<file path="src/rtl/ep_dma_pkg.sv">
`default_nettype none
package ep_dma_pkg;
   // ****************************************
   // widths
   // ****************************************
   localparam int DATA_W = 8;
   localparam int ADDR_W = 32;
   localparam int SIZE_W = 16;
   localparam int BUF_W = DATA_W + 1;
   // packet-end flag sits above the data byte in a buffer word
   localparam int BUF_PKT_END = DATA_W;

   // ****************************************
   // sizes and reset values
   // ****************************************
   localparam logic [SIZE_W-1:0] MAX_PKT_BYTES = 16'h0200;
   localparam logic [SIZE_W-1:0] SIZE_RST = 16'h0200;
   localparam logic [SIZE_W-1:0] SIZE_ZERO = 16'h0000;
   localparam logic [SIZE_W-1:0] SIZE_ONE = 16'h0001;
   localparam logic [ADDR_W-1:0] ADDR_RST = 32'h0000_0000;
   localparam logic [ADDR_W-1:0] ADDR_STEP = 32'h0000_0001;

   // ****************************************
   // two-entry buffer fill levels
   // ****************************************
   localparam logic [1:0] BUF_EMPTY = 2'h0;
   localparam logic [1:0] BUF_ONE = 2'h1;
   localparam logic [1:0] BUF_FULL = 2'h2;

   // ****************************************
   // modes and states
   // ****************************************
   typedef enum logic {
      MODE_SIZE_AGG = 1'b0,
      MODE_PER_PKT = 1'b1
   } dma_mode_t;

   typedef enum logic [1:0] {
      ST_IDLE = 2'b00,
      ST_RUN = 2'b01,
      ST_DRAIN = 2'b11,
      ST_DONE = 2'b10
   } dma_state_t;
endpackage
`default_nettype wire

</file>
<file path="src/rtl/two_entry_buf.sv">
`default_nettype none
module two_entry_buf
   import ep_dma_pkg::*;
#(
   parameter int WIDTH = BUF_W
) (
   input wire logic sys_clk,
   input wire logic rstn,
   input wire logic [WIDTH-1:0] in_data,
   input wire logic in_valid,
   output logic in_ready,
   output logic [WIDTH-1:0] out_data,
   output logic out_valid,
   input wire logic out_ready
);
   // ****************************************
   // head word drives the output straight from a flop
   // ****************************************
   logic [WIDTH-1:0] head_ff, nxt_head;
   logic [WIDTH-1:0] spare_ff, nxt_spare;
   logic [1:0] cnt_ff, nxt_cnt;
   logic push, pop;

   assign in_ready = (cnt_ff != BUF_FULL);
   assign out_valid = (cnt_ff != BUF_EMPTY);
   assign out_data = head_ff;

   always_comb begin
      push = in_valid && in_ready;
      pop = out_valid && out_ready;
      nxt_head = head_ff;
      nxt_spare = spare_ff;
      nxt_cnt = cnt_ff;
      case (cnt_ff)
         BUF_EMPTY: begin
            if (push) begin
               nxt_head = in_data;
               nxt_cnt = BUF_ONE;
            end
         end
         BUF_ONE: begin
            if (push && pop) begin
               nxt_head = in_data;
            end else if (push) begin
               nxt_spare = in_data;
               nxt_cnt = BUF_FULL;
            end else if (pop) begin
               nxt_cnt = BUF_EMPTY;
            end
         end
         BUF_FULL: begin
            // full refuses input, so only a pop can happen here
            if (pop) begin
               nxt_head = spare_ff;
               nxt_cnt = BUF_ONE;
            end
         end
         default: begin
            nxt_cnt = BUF_EMPTY;
         end
      endcase
   end

   always_ff @(posedge sys_clk or negedge rstn) begin
      if (!rstn) begin
         head_ff <= '0;
         spare_ff <= '0;
         cnt_ff <= BUF_EMPTY;
      end else begin
         head_ff <= nxt_head;
         spare_ff <= nxt_spare;
         cnt_ff <= nxt_cnt;
      end
   end
endmodule
`default_nettype wire

</file>
<file path="src/rtl/ep_dma.sv">
// Operation
// - no host byte is accepted until software has configured and started the DMA
// - size-aggregated mode treats up to the programmed byte count as one transfer
// - with room in the endpoint buffer, host data is taken and moved to memory
// - a running transfer uses the size, mode and base latched at its start
// - size-aggregated mode gives one interrupt per whole transfer, none per packet
// - per-packet mode gives one interrupt for every packet written to memory
// - isochronous endpoints interrupt per packet; transfer size equals packet size
// - no coalescing of isochronous interrupts is offered
`default_nettype none
module ep_dma
   import ep_dma_pkg::*;
(
   input wire logic sys_clk,
   input wire logic rstn,
   input wire logic mode_sel,
   input wire logic iso_en,
   input wire logic [SIZE_W-1:0] xfer_size,
   input wire logic [ADDR_W-1:0] mem_base,
   input wire logic dma_start,
   input wire logic dma_stop,
   input wire logic [DATA_W-1:0] host_data,
   input wire logic host_valid,
   input wire logic host_last,
   output logic host_ready,
   output logic [DATA_W-1:0] mem_data,
   output logic [ADDR_W-1:0] mem_addr,
   output logic mem_valid,
   input wire logic mem_ready,
   output logic xfer_irq,
   output logic pkt_irq,
   output logic dma_idle,
   output logic [SIZE_W-1:0] bytes_done
);
   // ****************************************
   // declarations
   // ****************************************
   dma_state_t state_ff, nxt_state;
   dma_mode_t mode_ff, nxt_mode;
   logic iso_ff, nxt_iso;
   logic [SIZE_W-1:0] size_ff, nxt_size;
   logic [SIZE_W-1:0] cnt_in_ff, nxt_cnt_in;
   logic [SIZE_W-1:0] pkt_cnt_ff, nxt_pkt_cnt;
   logic [SIZE_W-1:0] cnt_out_ff, nxt_cnt_out;
   logic [ADDR_W-1:0] addr_ff, nxt_addr;
   logic in_pkt_ff, nxt_in_pkt;
   logic xfer_irq_ff, nxt_xfer_irq;
   logic pkt_irq_ff, nxt_pkt_irq;
   logic buf_in_ready;
   logic buf_out_valid;
   logic [BUF_W-1:0] buf_out_data;
   logic [BUF_W-1:0] buf_in_data;
   logic take;
   logic put;
   logic agg_active;
   logic size_hit;
   logic short_pkt;
   logic agg_end;
   logic start_ok;

   // ****************************************
   // endpoint buffer between host and memory
   // ****************************************
   assign buf_in_data = {host_last, host_data};

   two_entry_buf #(
      .WIDTH(BUF_W)
   ) u_buf (
      .sys_clk(sys_clk),
      .rstn(rstn),
      .in_data(buf_in_data),
      .in_valid(host_valid && (state_ff == ST_RUN)),
      .in_ready(buf_in_ready),
      .out_data(buf_out_data),
      .out_valid(buf_out_valid),
      .out_ready(mem_ready)
   );

   // host is held off unless a configured transfer is running
   assign host_ready = buf_in_ready && (state_ff == ST_RUN);
   assign take = host_valid && host_ready;
   assign put = buf_out_valid && mem_ready;

   assign mem_valid = buf_out_valid;
   assign mem_data = buf_out_data[DATA_W-1:0];
   assign mem_addr = addr_ff;
   assign xfer_irq = xfer_irq_ff;
   assign pkt_irq = pkt_irq_ff;
   assign dma_idle = (state_ff == ST_IDLE);
   assign bytes_done = cnt_out_ff;

   // ****************************************
   // transfer end detection
   // ****************************************
   // isochronous endpoints never aggregate: size equals packet size
   assign agg_active = (mode_ff == MODE_SIZE_AGG) && !iso_ff;
   assign size_hit = ((cnt_in_ff + SIZE_ONE) == size_ff);
   // a short packet also closes an aggregated transfer early
   assign short_pkt = host_last && ((pkt_cnt_ff + SIZE_ONE) < MAX_PKT_BYTES);
   assign agg_end = take && agg_active && (size_hit || short_pkt);
   // zero size cannot end an aggregated transfer on a count, so it is not started
   assign start_ok = dma_start && ((mode_sel == MODE_PER_PKT) || iso_en ||
                                   (xfer_size != SIZE_ZERO));

   // ****************************************
   // control state
   // ****************************************
   always_comb begin
      nxt_state = state_ff;
      nxt_mode = mode_ff;
      nxt_iso = iso_ff;
      nxt_size = size_ff;
      nxt_cnt_in = cnt_in_ff;
      nxt_pkt_cnt = pkt_cnt_ff;
      nxt_cnt_out = cnt_out_ff;
      nxt_addr = addr_ff;
      nxt_in_pkt = in_pkt_ff;
      nxt_xfer_irq = 1'b0;
      nxt_pkt_irq = 1'b0;
      if (take) begin
         nxt_cnt_in = cnt_in_ff + SIZE_ONE;
         nxt_pkt_cnt = host_last ? SIZE_ZERO : (pkt_cnt_ff + SIZE_ONE);
         nxt_in_pkt = !host_last;
      end
      if (put) begin
         nxt_addr = addr_ff + ADDR_STEP;
         nxt_cnt_out = cnt_out_ff + SIZE_ONE;
         // one pulse per packet when not aggregating, no batching option exists
         nxt_pkt_irq = buf_out_data[BUF_PKT_END] && !agg_active;
      end
      case (state_ff)
         ST_IDLE: begin
            // parameters are sampled only here; later changes are ignored
            if (start_ok) begin
               nxt_mode = dma_mode_t'(mode_sel);
               nxt_iso = iso_en;
               nxt_size = xfer_size;
               nxt_addr = mem_base;
               nxt_cnt_in = SIZE_ZERO;
               nxt_cnt_out = SIZE_ZERO;
               nxt_pkt_cnt = SIZE_ZERO;
               nxt_in_pkt = 1'b0;
               nxt_state = ST_RUN;
            end
         end
         ST_RUN: begin
            // stop only between packets so no packet is cut in half
            if (agg_end) begin
               nxt_state = ST_DRAIN;
            end else if (!agg_active && dma_stop && !in_pkt_ff && !take) begin
               nxt_state = ST_DRAIN;
            end
         end
         ST_DRAIN: begin
            // nothing enters now, so an empty buffer means all bytes are in memory
            if (!buf_out_valid) begin
               nxt_state = ST_DONE;
            end
         end
         ST_DONE: begin
            nxt_xfer_irq = agg_active;
            nxt_state = ST_IDLE;
         end
         default: begin
            nxt_state = ST_IDLE;
         end
      endcase
   end

   always_ff @(posedge sys_clk or negedge rstn) begin
      if (!rstn) begin
         state_ff <= ST_IDLE;
         mode_ff <= MODE_SIZE_AGG;
         iso_ff <= 1'b0;
         size_ff <= SIZE_RST;
         cnt_in_ff <= SIZE_ZERO;
         pkt_cnt_ff <= SIZE_ZERO;
         cnt_out_ff <= SIZE_ZERO;
         addr_ff <= ADDR_RST;
         in_pkt_ff <= 1'b0;
         xfer_irq_ff <= 1'b0;
         pkt_irq_ff <= 1'b0;
      end else begin
         state_ff <= nxt_state;
         mode_ff <= nxt_mode;
         iso_ff <= nxt_iso;
         size_ff <= nxt_size;
         cnt_in_ff <= nxt_cnt_in;
         pkt_cnt_ff <= nxt_pkt_cnt;
         cnt_out_ff <= nxt_cnt_out;
         addr_ff <= nxt_addr;
         in_pkt_ff <= nxt_in_pkt;
         xfer_irq_ff <= nxt_xfer_irq;
         pkt_irq_ff <= nxt_pkt_irq;
      end
   end

   // ****************************************
   // checks
   // ****************************************
   chk_hold_off_host: assert property (
      @(posedge sys_clk) disable iff (!rstn)
      (state_ff != ST_RUN) |-> !host_ready)
      else $error("host data accepted while dma not running");

   chk_start_opens: assert property (
      @(posedge sys_clk) disable iff (!rstn)
      (state_ff == ST_IDLE && start_ok) |=> (state_ff == ST_RUN) && (host_ready == buf_in_ready))
      else $error("started dma does not accept host data");

   chk_size_frozen: assert property (
      @(posedge sys_clk) disable iff (!rstn)
      (state_ff != ST_IDLE && $past(state_ff) != ST_IDLE) |-> $stable(size_ff) && $stable(mode_ff))
      else $error("transfer parameters changed mid transfer");

   chk_count_bound: assert property (
      @(posedge sys_clk) disable iff (!rstn)
      (state_ff != ST_IDLE && agg_active) |-> (cnt_in_ff <= size_ff))
      else $error("aggregated transfer passed its size");

   chk_size_closes: assert property (
      @(posedge sys_clk) disable iff (!rstn)
      (take && agg_active && size_hit) |=> (state_ff == ST_DRAIN) && !host_ready)
      else $error("transfer did not close at programmed size");

   chk_agg_single_irq: assert property (
      @(posedge sys_clk) disable iff (!rstn)
      agg_active |-> !pkt_irq)
      else $error("packet interrupt in size aggregated mode");

   chk_irq_one_pulse: assert property (
      @(posedge sys_clk) disable iff (!rstn)
      xfer_irq |=> !xfer_irq [*3])
      else $error("completion interrupt repeated");

   chk_pkt_irq_each: assert property (
      @(posedge sys_clk) disable iff (!rstn)
      (put && buf_out_data[BUF_PKT_END] && mode_ff == MODE_PER_PKT) |=> pkt_irq)
      else $error("missing per packet interrupt");

   chk_iso_irq_each: assert property (
      @(posedge sys_clk) disable iff (!rstn)
      (put && iso_ff && state_ff != ST_IDLE) |=> (pkt_irq == $past(buf_out_data[BUF_PKT_END])))
      else $error("isochronous interrupt not per packet");

   chk_drain_finish: assert property (
      @(posedge sys_clk) disable iff (!rstn)
      (state_ff == ST_DRAIN && !buf_out_valid) |=> (state_ff == ST_DONE) ##1 dma_idle)
      else $error("dma did not return to idle after completion");

   chk_irq_then_idle: assert property (
      @(posedge sys_clk) disable iff (!rstn)
      $rose(xfer_irq) |-> dma_idle && !host_ready)
      else $error("completion signalled while dma still busy");

   chk_short_closes: assert property (
      @(posedge sys_clk) disable iff (!rstn)
      (take && agg_active && short_pkt) |=> (state_ff == ST_DRAIN) && !host_ready)
      else $error("short packet did not close aggregated transfer");

   chk_run_holds: assert property (
      @(posedge sys_clk) disable iff (!rstn)
      (state_ff == ST_RUN && !agg_active && !dma_stop) |=> (state_ff == ST_RUN))
      else $error("per packet run ended without stop");

   chk_pkt_whole: assert property (
      @(posedge sys_clk) disable iff (!rstn)
      (state_ff == ST_RUN && !agg_active && in_pkt_ff) |=> (state_ff == ST_RUN))
      else $error("per packet run cut inside a packet");

   chk_done_irq: assert property (
      @(posedge sys_clk) disable iff (!rstn)
      (state_ff == ST_DONE && agg_active) |=> xfer_irq)
      else $error("aggregated transfer ended without interrupt");

   chk_done_quiet: assert property (
      @(posedge sys_clk) disable iff (!rstn)
      (state_ff == ST_DONE && !agg_active) |=> !xfer_irq)
      else $error("transfer interrupt outside aggregated mode");

   chk_pkt_irq_cause: assert property (
      @(posedge sys_clk) disable iff (!rstn)
      pkt_irq |-> $past(put) && $past(buf_out_data[BUF_PKT_END]))
      else $error("packet interrupt without a packet end");

   chk_addr_step: assert property (
      @(posedge sys_clk) disable iff (!rstn)
      put |=> (mem_addr == ($past(mem_addr) + ADDR_STEP)))
      else $error("memory address did not step by one");

   chk_count_step: assert property (
      @(posedge sys_clk) disable iff (!rstn)
      put |=> (bytes_done == ($past(bytes_done) + SIZE_ONE)))
      else $error("byte count did not follow memory writes");

   chk_idle_quiet: assert property (
      @(posedge sys_clk) disable iff (!rstn)
      dma_idle |-> !mem_valid && !host_ready)
      else $error("idle dma still moving data");
endmodule
`default_nettype wire

</file>
<file path="config.mk">
export PLATFORM = sky130hd
export DESIGN_NAME = ep_dma
export DESIGN_NICKNAME = d
export VERILOG_FILES = /design/src/rtl/ep_dma_pkg.sv /design/src/rtl/two_entry_buf.sv /design/src/rtl/ep_dma.sv
export SDC_FILE = /design/constraint.sdc
export NUM_CORES = 1
export LEC_CHECK = 0
export BUFFER_PORTS_ARGS = -buffer_cell sky130_fd_sc_hd__buf_4
export CAP_MARGIN = 20
export CORE_ASPECT_RATIO = 1.1
export CORE_MARGIN = 1
export CORE_UTILIZATION = 38
export CTS_CLUSTER_DIAMETER = 60
export DETAILED_ROUTE_END_ITERATION = 8
export GPL_ROUTABILITY_DRIVEN = 0
export PLACE_DENSITY = 0.63
export SYNTH_ARGS = -nofsm -noshare
export SYNTH_HDL_FRONTEND = slang
export SYNTH_SLANG_ARGS = --single-unit
</file>
<file path="constraint.sdc">
create_clock -name sys_clk -period 4.8 [get_ports sys_clk]
set_input_delay 0.48 -clock sys_clk [delete_from_list [all_inputs] [get_ports sys_clk]]
set_output_delay 0.48 -clock sys_clk [all_outputs]
set_load 0.05 [all_outputs]
</file>
==> results.json, run 1 <==
{
  "drtIter0Drc": 246,
  "hold_viol": 0,
  "yosysMostFrequentCell": "nand2_1",
  "cp-end-kind": "register",
  "clock_path_buffers": 2,
  "cts_tree": "yes",
  "tns_ns": 0,
  "p_per_area_nw_per_um2": 646,
  "syn_to_final_growth_pct": 25.0,
  "route.detailed.drc": 0,
  "synth_xor_area_share_pct": 11.8,
  "ir_drop_v": 0.000398,
  "drt_wl_total_mm": 16.0,
  "avgSynthCellArea_sq_um": 8.89,
  "grt-ovfl-total": 0,
  "grtUsageTotal_pct": 19.0,
  "dpl_cell_area_sq_um": 7540,
  "tightest_slew_ns": 0.972,
  "cts_buffers": 17,
  "syn-cell-area_sq_um": 6520,
  "grt_first_pass_wirelength_mm": 26.4,
  "die_x_microns": 127,
  "cp_cell_sequence": "ha_1 -> xnor2_1 -> xnor2_1 -> or4_1 -> or4_1 -> nor4_1 -> o311a_1",
  "cts_sinks": 123,
  "synth_fa_ha_area_share_pct": 0.768,
  "synth_flop_cell": "dfrtp_1",
  "relSlewSlack_pct": 35.2,
  "dieArea_sq_um": 17700,
  "ys_ff_latch": 123,
  "worstPathArrival_ns": 3.02,
  "synthTopCellsByArea": "dfrtp_1 47%, nand2_1 9.1%, xor2_1 6.0%",
  "synth_compound_area_share_pct": 7.70,
  "route.vias.total": 5426,
  "synth_async_sr_flop_share_pct": 100,
  "nFillCells": 1579,
  "yosys.cell_types.count": 49,
  "fin_crit_ns": 2.66,
  "critPathLaunch": "cnt_in_ff[0]",
  "cts_hold_buf": 0,
  "diodes": 0,
  "layout-drive-gt1-share_pct": 22.2,
  "fin_skew_ns": 0.00630,
  "hpwl_mm": 11.2,
  "synth_top_family_by_area": "simple AND/OR/NAND/NOR gates",
  "cts_setup_buffers": 0,
  "critical_path.slowest_cell": "or4_1",
  "grt_max_degree": 100,
  "setup_viol": 0,
  "slew_violations": 0,
  "r2r_start": "cnt_in_ff[0]",
  "yosys.area.top_type": "dfrtp_1",
  "synth.top_cell.area_share_pct": 46.8,
  "synth_mux_area_share_pct": 4.05,
  "core-area_sq_um": 16600,
  "finalPower_mw": 5.26,
  "antenna_found_initial": 0,
  "rsz0062_at_grt": "no",
  "critPathTopFamily": "simple AND/OR/NAND/NOR gates",
  "leakagePower_nw": 3.63,
  "synth_simple_gate_area_share_pct": 24.6,
  "design_area_sq_um": 8150,
  "stdcell_count": 1050,
  "hp-class": "input port to async pin",
  "drv_cap": 0,
  "cp.required_ns": 5.16,
  "ctsRootBufferMaster": "clkbuf_16",
  "fmax_mhz": 376,
  "synth_nets": 802,
  "fin_crit_sh_pct": 55.5,
  "rows": 49,
  "ant_nets": 0,
  "yosys_warnings": 0,
  "io_buffers": 125,
  "path_max_fanout": 6,
  "vias_per_cell": 5.17,
  "cpPeakStageDelay_ns": 0.53,
  "criticalPathCategory": "register to register",
  "grt_pass1_vias": 5169,
  "cts_resized": 0,
  "clk_pin_slew_ns": 0.05,
  "nNetsFinal": 903,
  "wl_per_cell_microns": 15.2,
  "initial_core_util_pct": 39.4,
  "htreeDepth": 4,
  "worst-path-buf-inv": 0,
  "die_h_microns": 139,
  "num_io_pins": 126,
  "synth-edff-count": 0,
  "ys_seq_area_share_pct": 47.2,
  "netlist_instances": 733,
  "dpl.cell_count": 1019,
  "start_kind": "register",
  "synth_common_cells": "158 x nand2_1, 122 x dfrtp_1, 75 x nor2_1",
  "dr.pass1.iters": 5,
  "status": "complete, no violations",
  "clkLatencyLatePin_ns": 0.42
}
[final timing paths]
kind	end	slack, ns	depth (start not counted)
max	state_ff[1]	2.14	7
min	xfer_irq	0.05	1
max reg2reg	state_ff[1]	2.14	7
min reg2reg	iso_ff	0.47	2
max in group asynchronous	u_buf.out_data[2]	3.79	2
min in group sys_clk	size_ff[1]	0.26	3
[worst reg2reg max path, cell delays in order (launching register included)]
cell	delay, ns
dfrtp_1	0.43
ha_1	0.32
xnor2_1	0.17
xnor2_1	0.12
or4_1	0.53
or4_1	0.43
nor4_1	0.41
o311a_1	0.19
[state kept, by name, indices dropped and copies added (netlist names)]
name and count:
cnt_in_ff 16, mem_addr 32, iso_ff 1, u_buf.out_data 9
bytes_done 16, u_buf.cnt_ff 2, size_ff 16, state_ff 2
in_pkt_ff 1, u_buf.spare_ff 9, pkt_irq 1, xfer_irq 1
mode_ff 1, pkt_cnt_ff 16
[layout by cell type (no fill, tap or decap), types with 8 or more instances in the layout]
cell type,instances
a21oi_1,21
and3_1,8
buf_4,131
clkbuf_16,17
dfrtp_1,122
mux2_2,19
nand2_1,158
nand3_1,28
nand4_1,21
nor2_1,75
nor3_1,13
nor4_1,12
o21ai_0,41
or3_1,8
xnor2_1,43
xor2_1,45
[power breakdown]
part	switching, mW	total, mW	internal, mW
Sequential	0.393	1.80	1.41
Clock	0.470	1.32	0.854
Combinational	1.36	2.14	0.772
[per-stage QoR]
step,utilization [%],setup WS (ns),hold WS (ns)
floorplan,-,2.36,0.184
global placement,45.5,1.76,0.451
detailed placement,45.5,1.71,0.459
CTS,49.2,2.12,0.0710
global route,49.2,1.98,0.0881
finish,49.2,2.14,0.0545
[layer usage]
metal  share of wire [%]  global-route usage, %  vias up
li1                    -                      -     2676
met1                  48                   26.2     2585
met2                  45                   27.9      146
met3                 6.2                   6.61       19
met4                 1.5                   5.95        0
met5                   0                      0        -
[layout make-up]
| class | instances | area (sq um) | area share, % |
|---|---|---|---|
| well taps | 204 | 255 | 3.13 |
| multi-input cells | 554 | 3190 | 39.2 |
| flip-flops and latches | 123 | 3080 | 37.8 |
| clock inverters | 10 | 140 | 1.72 |
| repair buffers | 131 | 983 | 12.1 |
| clock buffers | 21 | 470 | 5.77 |
| inverters | 7 | 26.3 | 0.322 |
[logic make-up (layout without fill, tap and decap cells)]
| logic type | after synthesis | in the layout |
|---|---|---|
| DFF | 123 | 123 |
| AOI/OAI and AO/OA | 86 | 86 |
| adders and majority gates | 4 | 4 |
| buffers and inverters | 56 | 169 |
| xor gates and xnor gates | 88 | 88 |
| muxes | 24 | 24 |
| and+or+nand+nor | 352 | 352 |
Power figures use the tool's default switching activity.
==> inputs of run 2 (changes only) <==
--- a/config.mk
+++ b/config.mk
@@ -13,7 +13,7 @@
 export CTS_CLUSTER_DIAMETER = 60
 export DETAILED_ROUTE_END_ITERATION = 8
 export GPL_ROUTABILITY_DRIVEN = 0
-export PLACE_DENSITY = 0.63
+export PLACE_DENSITY = 0.66
 export SYNTH_ARGS = -nofsm -noshare
 export SYNTH_HDL_FRONTEND = slang
 export SYNTH_SLANG_ARGS = --single-unit
==> constraint.sdc (replaced) <==
create_clock -name sys_clk -period 2.4 [get_ports sys_clk]
set_input_delay 0.24 -clock sys_clk [delete_from_list [all_inputs] [get_ports sys_clk]]
set_output_delay 0.24 -clock sys_clk [all_outputs]
set_load 0.05 [all_outputs]
==> run 2 against run 1 <==
- global-route usage shrank 0.22 points
- sequential cell count is the same
- worst setup slack lost 2.0 ns
- total power grew 100%
- critical path type unchanged
- largest cell class unchanged
- highest routed layer unchanged
==> results.json, run 2 (synthesis results as in run 1) <==
{
  "status": "complete, no violations",
  "fin_crit_ns": 2.29,
  "worstPathArrival_ns": 2.64,
  "die_x_microns": 127,
  "fmax_mhz": 436,
  "criticalPathCategory": "register to register",
  "htreeDepth": 4,
  "grt_first_pass_wirelength_mm": 26.4,
  "dieArea_sq_um": 17700,
  "fin_skew_ns": 0.00958,
  "finalPower_mw": 10.6,
  "critical_path.slowest_cell": "or4_1",
  "drv_cap": 0,
  "clock_path_buffers": 2,
  "hpwl_mm": 11.2,
  "ant_nets": 0,
  "io_buffers": 125,
  "cpMostUsedCell": "or4_1",
  "hp-class": "input port to register",
  "cts_setup_buffers": 0,
  "rows": 49,
  "route.vias.total": 5536,
  "largest_register_ff_count": 32,
  "cp_cell_sequence": "ha_2 -> xnor2_2 -> xnor2_1 -> or4_1 -> or4_1 -> nor4_2 -> o311a_1",
  "fin_crit_sh_pct": 95.6,
  "seq_area_sq_um": 3080,
  "layout-drive-gt1-share_pct": 24.8,
  "ctsRootBufferMaster": "clkbuf_16",
  "num_io_pins": 126,
  "syn_to_final_growth_pct": 28.7,
  "tns_ns": 0,
  "grt-ovfl-total": 0,
  "cp.required_ns": 2.75,
  "diodes": 0,
  "hold_viol": 0,
  "path_max_fanout": 3,
  "drt_wl_total_mm": 15.9,
  "worst-path-buf-inv": 0,
  "clk_pin_slew_ns": 0.06,
  "layout_common_cells": "158 x nand2_1, 151 x buf_4, 122 x dfrtp_1",
  "die_h_microns": 139,
  "p_per_area_nw_per_um2": 1270,
  "initial_core_util_pct": 39.4,
  "grt_max_degree": 124,
  "rsz0062_at_grt": "no",
  "cp-end-kind": "register",
  "antenna_found_initial": 0,
  "slew_violations": 0,
  "critPathTopFamily": "simple AND/OR/NAND/NOR gates",
  "clkLatencyLatePin_ns": 0.42,
  "cts_tree": "yes",
  "ir_drop_v": 0.000872,
  "setup_viol": 0,
  "route.detailed.drc": 0,
  "cts_buffers": 17,
  "final_common_cell": "nand2_1",
  "cpPeakStageDelay_ns": 0.51,
  "core-area_sq_um": 16600,
  "relSlewSlack_pct": 43.5,
  "cts_sinks": 123,
  "tightest_slew_ns": 0.846,
  "grtUsageTotal_pct": 18.8,
  "vias_per_cell": 5.15,
  "grt_pass1_vias": 5327,
  "dr.pass1.iters": 5,
  "drtIter0Drc": 332,
  "leakagePower_nw": 3.76,
  "nNetsFinal": 927,
  "nFillCells": 1560,
  "wl_per_cell_microns": 14.8,
  "multiInputGateArea_sq_um": 3220,
  "start_kind": "register"
}
==> run 2: changes by cell type in the layout (fill, tap and decap cells not counted), moves of 2 or more <==
| cell | previous run | this run |
|---|---|---|
| clkinv_4 | 1 | 3 |
| buf_12 | 0 | 3 |
| clkbuf_8 | 3 | 1 |
| buf_4 | 131 | 151 |
==> run 2: metrics by stage <==
stage / cell area, sq um / setup slack (ns) / hold slack (ns) / util (%) / cells
5_1_grt: 8390 / 0.0281 / 0.0223 / 50.7 / 1075
3_5_place_dp: 7750 / 0.0489 / 0.397 / 46.8 / 1042
6_report: 8390 / 0.106 / 0.0235 / 50.7 / 1075
2_1_floorplan: 6520 / 0.0926 / -0.0556 / - / 733
4_1_cts: 8370 / 0.0281 / 0.00893 / 50.6 / 1075
3_3_place_gp: 7750 / 0.0692 / 0.400 / 46.8 / 1042
==> run 2: final timing paths <==
check,slack (ns),depth (start not counted),endpoint,from
worst max register to register,0.11,7,state_ff[1],cnt_in_ff[1]
worst min-delay path,0.02,3,mem_addr[28],mem_base[28]
worst max-delay path,0.11,7,state_ff[1],cnt_in_ff[1]
max in group asynchronous,1.42,3,pkt_cnt_ff[10],rstn
min in group asynchronous,0.42,3,mem_addr[27],rstn
worst min register to register,0.47,2,iso_ff,iso_ff
==> run 2: cell type report <==
type / count / share of cell area (%)
repair buffers: 155 / 14.3
well taps: 204 / 3.04
clock buffers: 19 / 5.28
inverters: 7 / 0.313
flip-flops and latches: 123 / 36.7
clock inverters: 13 / 1.98
multi-input cells: 554 / 38.3
==> run 2: report_power, final <==
part	internal [mW]	total, mW	leakage [nW]	switching, mW
Sequential	2.82	3.58	1.58	0.764
Combinational	1.64	4.42	1.90	2.78
Clock	1.67	2.63	0.290	0.961
Total	6.12	10.6	3.76	4.51
==> run 2: worst register-to-register path: stages (launching register included) <==
cell and delay [ns]:
dfrtp_1 0.40, ha_2 0.21, xnor2_2 0.14, xnor2_1 0.12
or4_1 0.51, or4_1 0.43, nor4_2 0.25, o311a_1 0.18
==> run 2: timing repair <==
action | in CTS | in global routing
endpoints found under the hold margin | 122 | 0
setup endpoints to repair | 0 | 1
hold buffers | 1 | 0
resized for setup | 0 | 4
==> run 2: layer usage <==
metal | share of wire, % | GRT usage [%] | wire length (microns)
met1 | 46 | 24.7 | 7380
met2 | 47 | 29.7 | 7400
met3 | 6.2 | 6.00 | 983
met4 | 0.96 | 5.20 | 153
met5 | 0 | 0 | 0
==> inputs of run 3 (changes only) <==
--- a/config.mk
+++ b/config.mk
@@ -9,11 +9,11 @@
 export CAP_MARGIN = 20
 export CORE_ASPECT_RATIO = 1.1
 export CORE_MARGIN = 1
-export CORE_UTILIZATION = 38
+export CORE_UTILIZATION = 50
 export CTS_CLUSTER_DIAMETER = 60
 export DETAILED_ROUTE_END_ITERATION = 8
 export GPL_ROUTABILITY_DRIVEN = 0
-export PLACE_DENSITY = 0.66
+export PLACE_DENSITY = 0.81
 export SYNTH_ARGS = -nofsm -noshare
 export SYNTH_HDL_FRONTEND = slang
 export SYNTH_SLANG_ARGS = --single-unit
==> run 3 against run 2 <==
- fmax shrank 1.1%
- sequential power is essentially flat
- combinational power grew 1%
- sequential cell count is the same
- non-clock buffer count shrank 1
- worst setup slack lost 0.024 ns
- clock skew shrank 0.0013 ns
- register-to-register slack lost 0.02 ns
- global-route usage grew 6.1 points
==> results.json, run 3 (synthesis results as in run 1) <==
{
  "initial_core_util_pct": 51.6,
  "worst-path-buf-inv": 0,
  "critical_path.slowest_cell": "or4_1",
  "num_io_pins": 126,
  "layout_common_cells": "158 x nand2_1, 148 x buf_4, 122 x dfrtp_1",
  "critPathTopFamily": "simple AND/OR/NAND/NOR gates",
  "grt-ovfl-total": 0,
  "htreeDepth": 4,
  "tightest_slew_ns": 0.723,
  "route.vias.total": 5616,
  "drt_wl_total_mm": 15.7,
  "hp-class": "input port to register",
  "drv_cap": 0,
  "wl_per_cell_microns": 15.3,
  "clock_path_buffers": 2,
  "design_area_sq_um": 8320,
  "clkLatencyLatePin_ns": 0.42,
  "cp.required_ns": 2.75,
  "dpl.cell_count": 994,
  "dr.pass1.iters": 5,
  "slew_violations": 0,
  "status": "complete, no violations",
  "ctsRootBufferMaster": "clkbuf_16",
  "cts_setup_buffers": 0,
  "die_x_microns": 111,
  "grtUsageTotal_pct": 24.8,
  "start_kind": "register",
  "io_buffers": 125,
  "cts_buffers": 17,
  "fmax_mhz": 431,
  "dieArea_sq_um": 13500,
  "cp-end-kind": "register",
  "dpl_cell_area_sq_um": 7710,
  "rows": 43,
  "drtIter0Drc": 343,
  "cpPeakStageDelay_ns": 0.50,
  "antenna_found_initial": 0,
  "grt_max_degree": 50,
  "p_per_area_nw_per_um2": 1270,
  "cts_sinks": 123,
  "diodes": 0,
  "nNetsFinal": 926,
  "fin_skew_ns": 0.00826,
  "fin_crit_sh_pct": 96.6,
  "cts_tree": "yes",
  "die_h_microns": 122,
  "ir_drop_v": 0.000923,
  "cpMostUsedCell": "xnor2_1",
  "leakagePower_nw": 3.75,
  "hold_viol": 0,
  "ant_nets": 0,
  "cp_cell_sequence": "ha_4 -> xnor2_1 -> xnor2_1 -> or4_1 -> or4_4 -> nor4_4 -> o311a_1",
  "criticalPathCategory": "register to register",
  "syn_to_final_growth_pct": 27.7,
  "relSlewSlack_pct": 51.5,
  "grt_first_pass_wirelength_mm": 26.6,
  "layout-drive-gt1-share_pct": 24.6,
  "vias_per_cell": 5.47,
  "core-area_sq_um": 12600,
  "fin_crit_ns": 2.32,
  "hpwl_mm": 10.9,
  "stdcell_count": 1027,
  "hold_ws_ns": 0.0251,
  "grt_pass1_vias": 5532,
  "setup_viol": 0,
  "final_common_cell": "nand2_1",
  "clk_pin_slew_ns": 0.06,
  "largest_register_ff_count": 32,
  "route.detailed.drc": 0,
  "path_max_fanout": 3,
  "worstPathArrival_ns": 2.67
}
[run 3: power breakdown]
part           switching (mW)  leakage [nW]  total (mW)  internal, mW
registers               0.749          1.58        3.57          2.82
logic                    2.83          1.90        4.48          1.65
clock network           0.962         0.273        2.49          1.53
[run 3: path summary, 6_finish.rpt]
kind / startpoint / end / slack, ns / cells after the start
hold reg to reg: iso_ff / iso_ff / 0.47 / 2
min in group asynchronous: rstn / iso_ff / 0.36 / 2
setup / recovery: cnt_in_ff[1] / state_ff[1] / 0.08 / 7
setup reg to reg: cnt_in_ff[1] / state_ff[1] / 0.08 / 7
max in group asynchronous: rstn / bytes_done[15] / 1.41 / 3
hold / removal: xfer_size[10] / size_ff[10] / 0.03 / 3
[run 3: per-layer routing]
metal  vias up  part of all wire [%]  GRT usage, %
li1       2716                     -             -
met5         -                     0             0
met3        33                   6.5          7.36
met2       166                    49          41.6
met1      2701                    42          30.0
met4         0                   2.3          10.7
[run 3: through the flow]
step           setup WS, ns  util (%)  power (mW)  setup TNS, ns
2_1_floorplan        0.0926         -        6.66              0
3_3_place_gp         0.0493      61.0        7.89              0
3_5_place_dp         0.0126      61.0        7.98              0
4_1_cts              0.0187      65.6        10.5              0
5_1_grt             -0.0612      65.8        11.1        -0.0612
6_report             0.0820      65.8        10.5              0
[run 3: repair_timing]
item / 4_1_cts / 5_1_grt
gates cloned: 0 / 0
pin swaps: 0 / 4
hold endpoints to repair: 36 / 0
endpoints found under the setup margin: 1 / 1
resized for setup: 1 / 4
hold buffers: 1 / 0
[run 3: area by class of cell]
class,instances,area [sq um]
Inverter,7,26.3
Multi-Input combinational cell,554,3230
Fill cell,993,4320
Tap cell,157,196
Sequential cell,123,3080
Clock buffer,18,429
Clock inverter,14,145
Timing Repair Buffer,154,1220
[run 3: tightest hold or removal path: stages]
cell and delay, ns:
buf_4 0.08, nand2_1 0.04, nand2_1 0.05
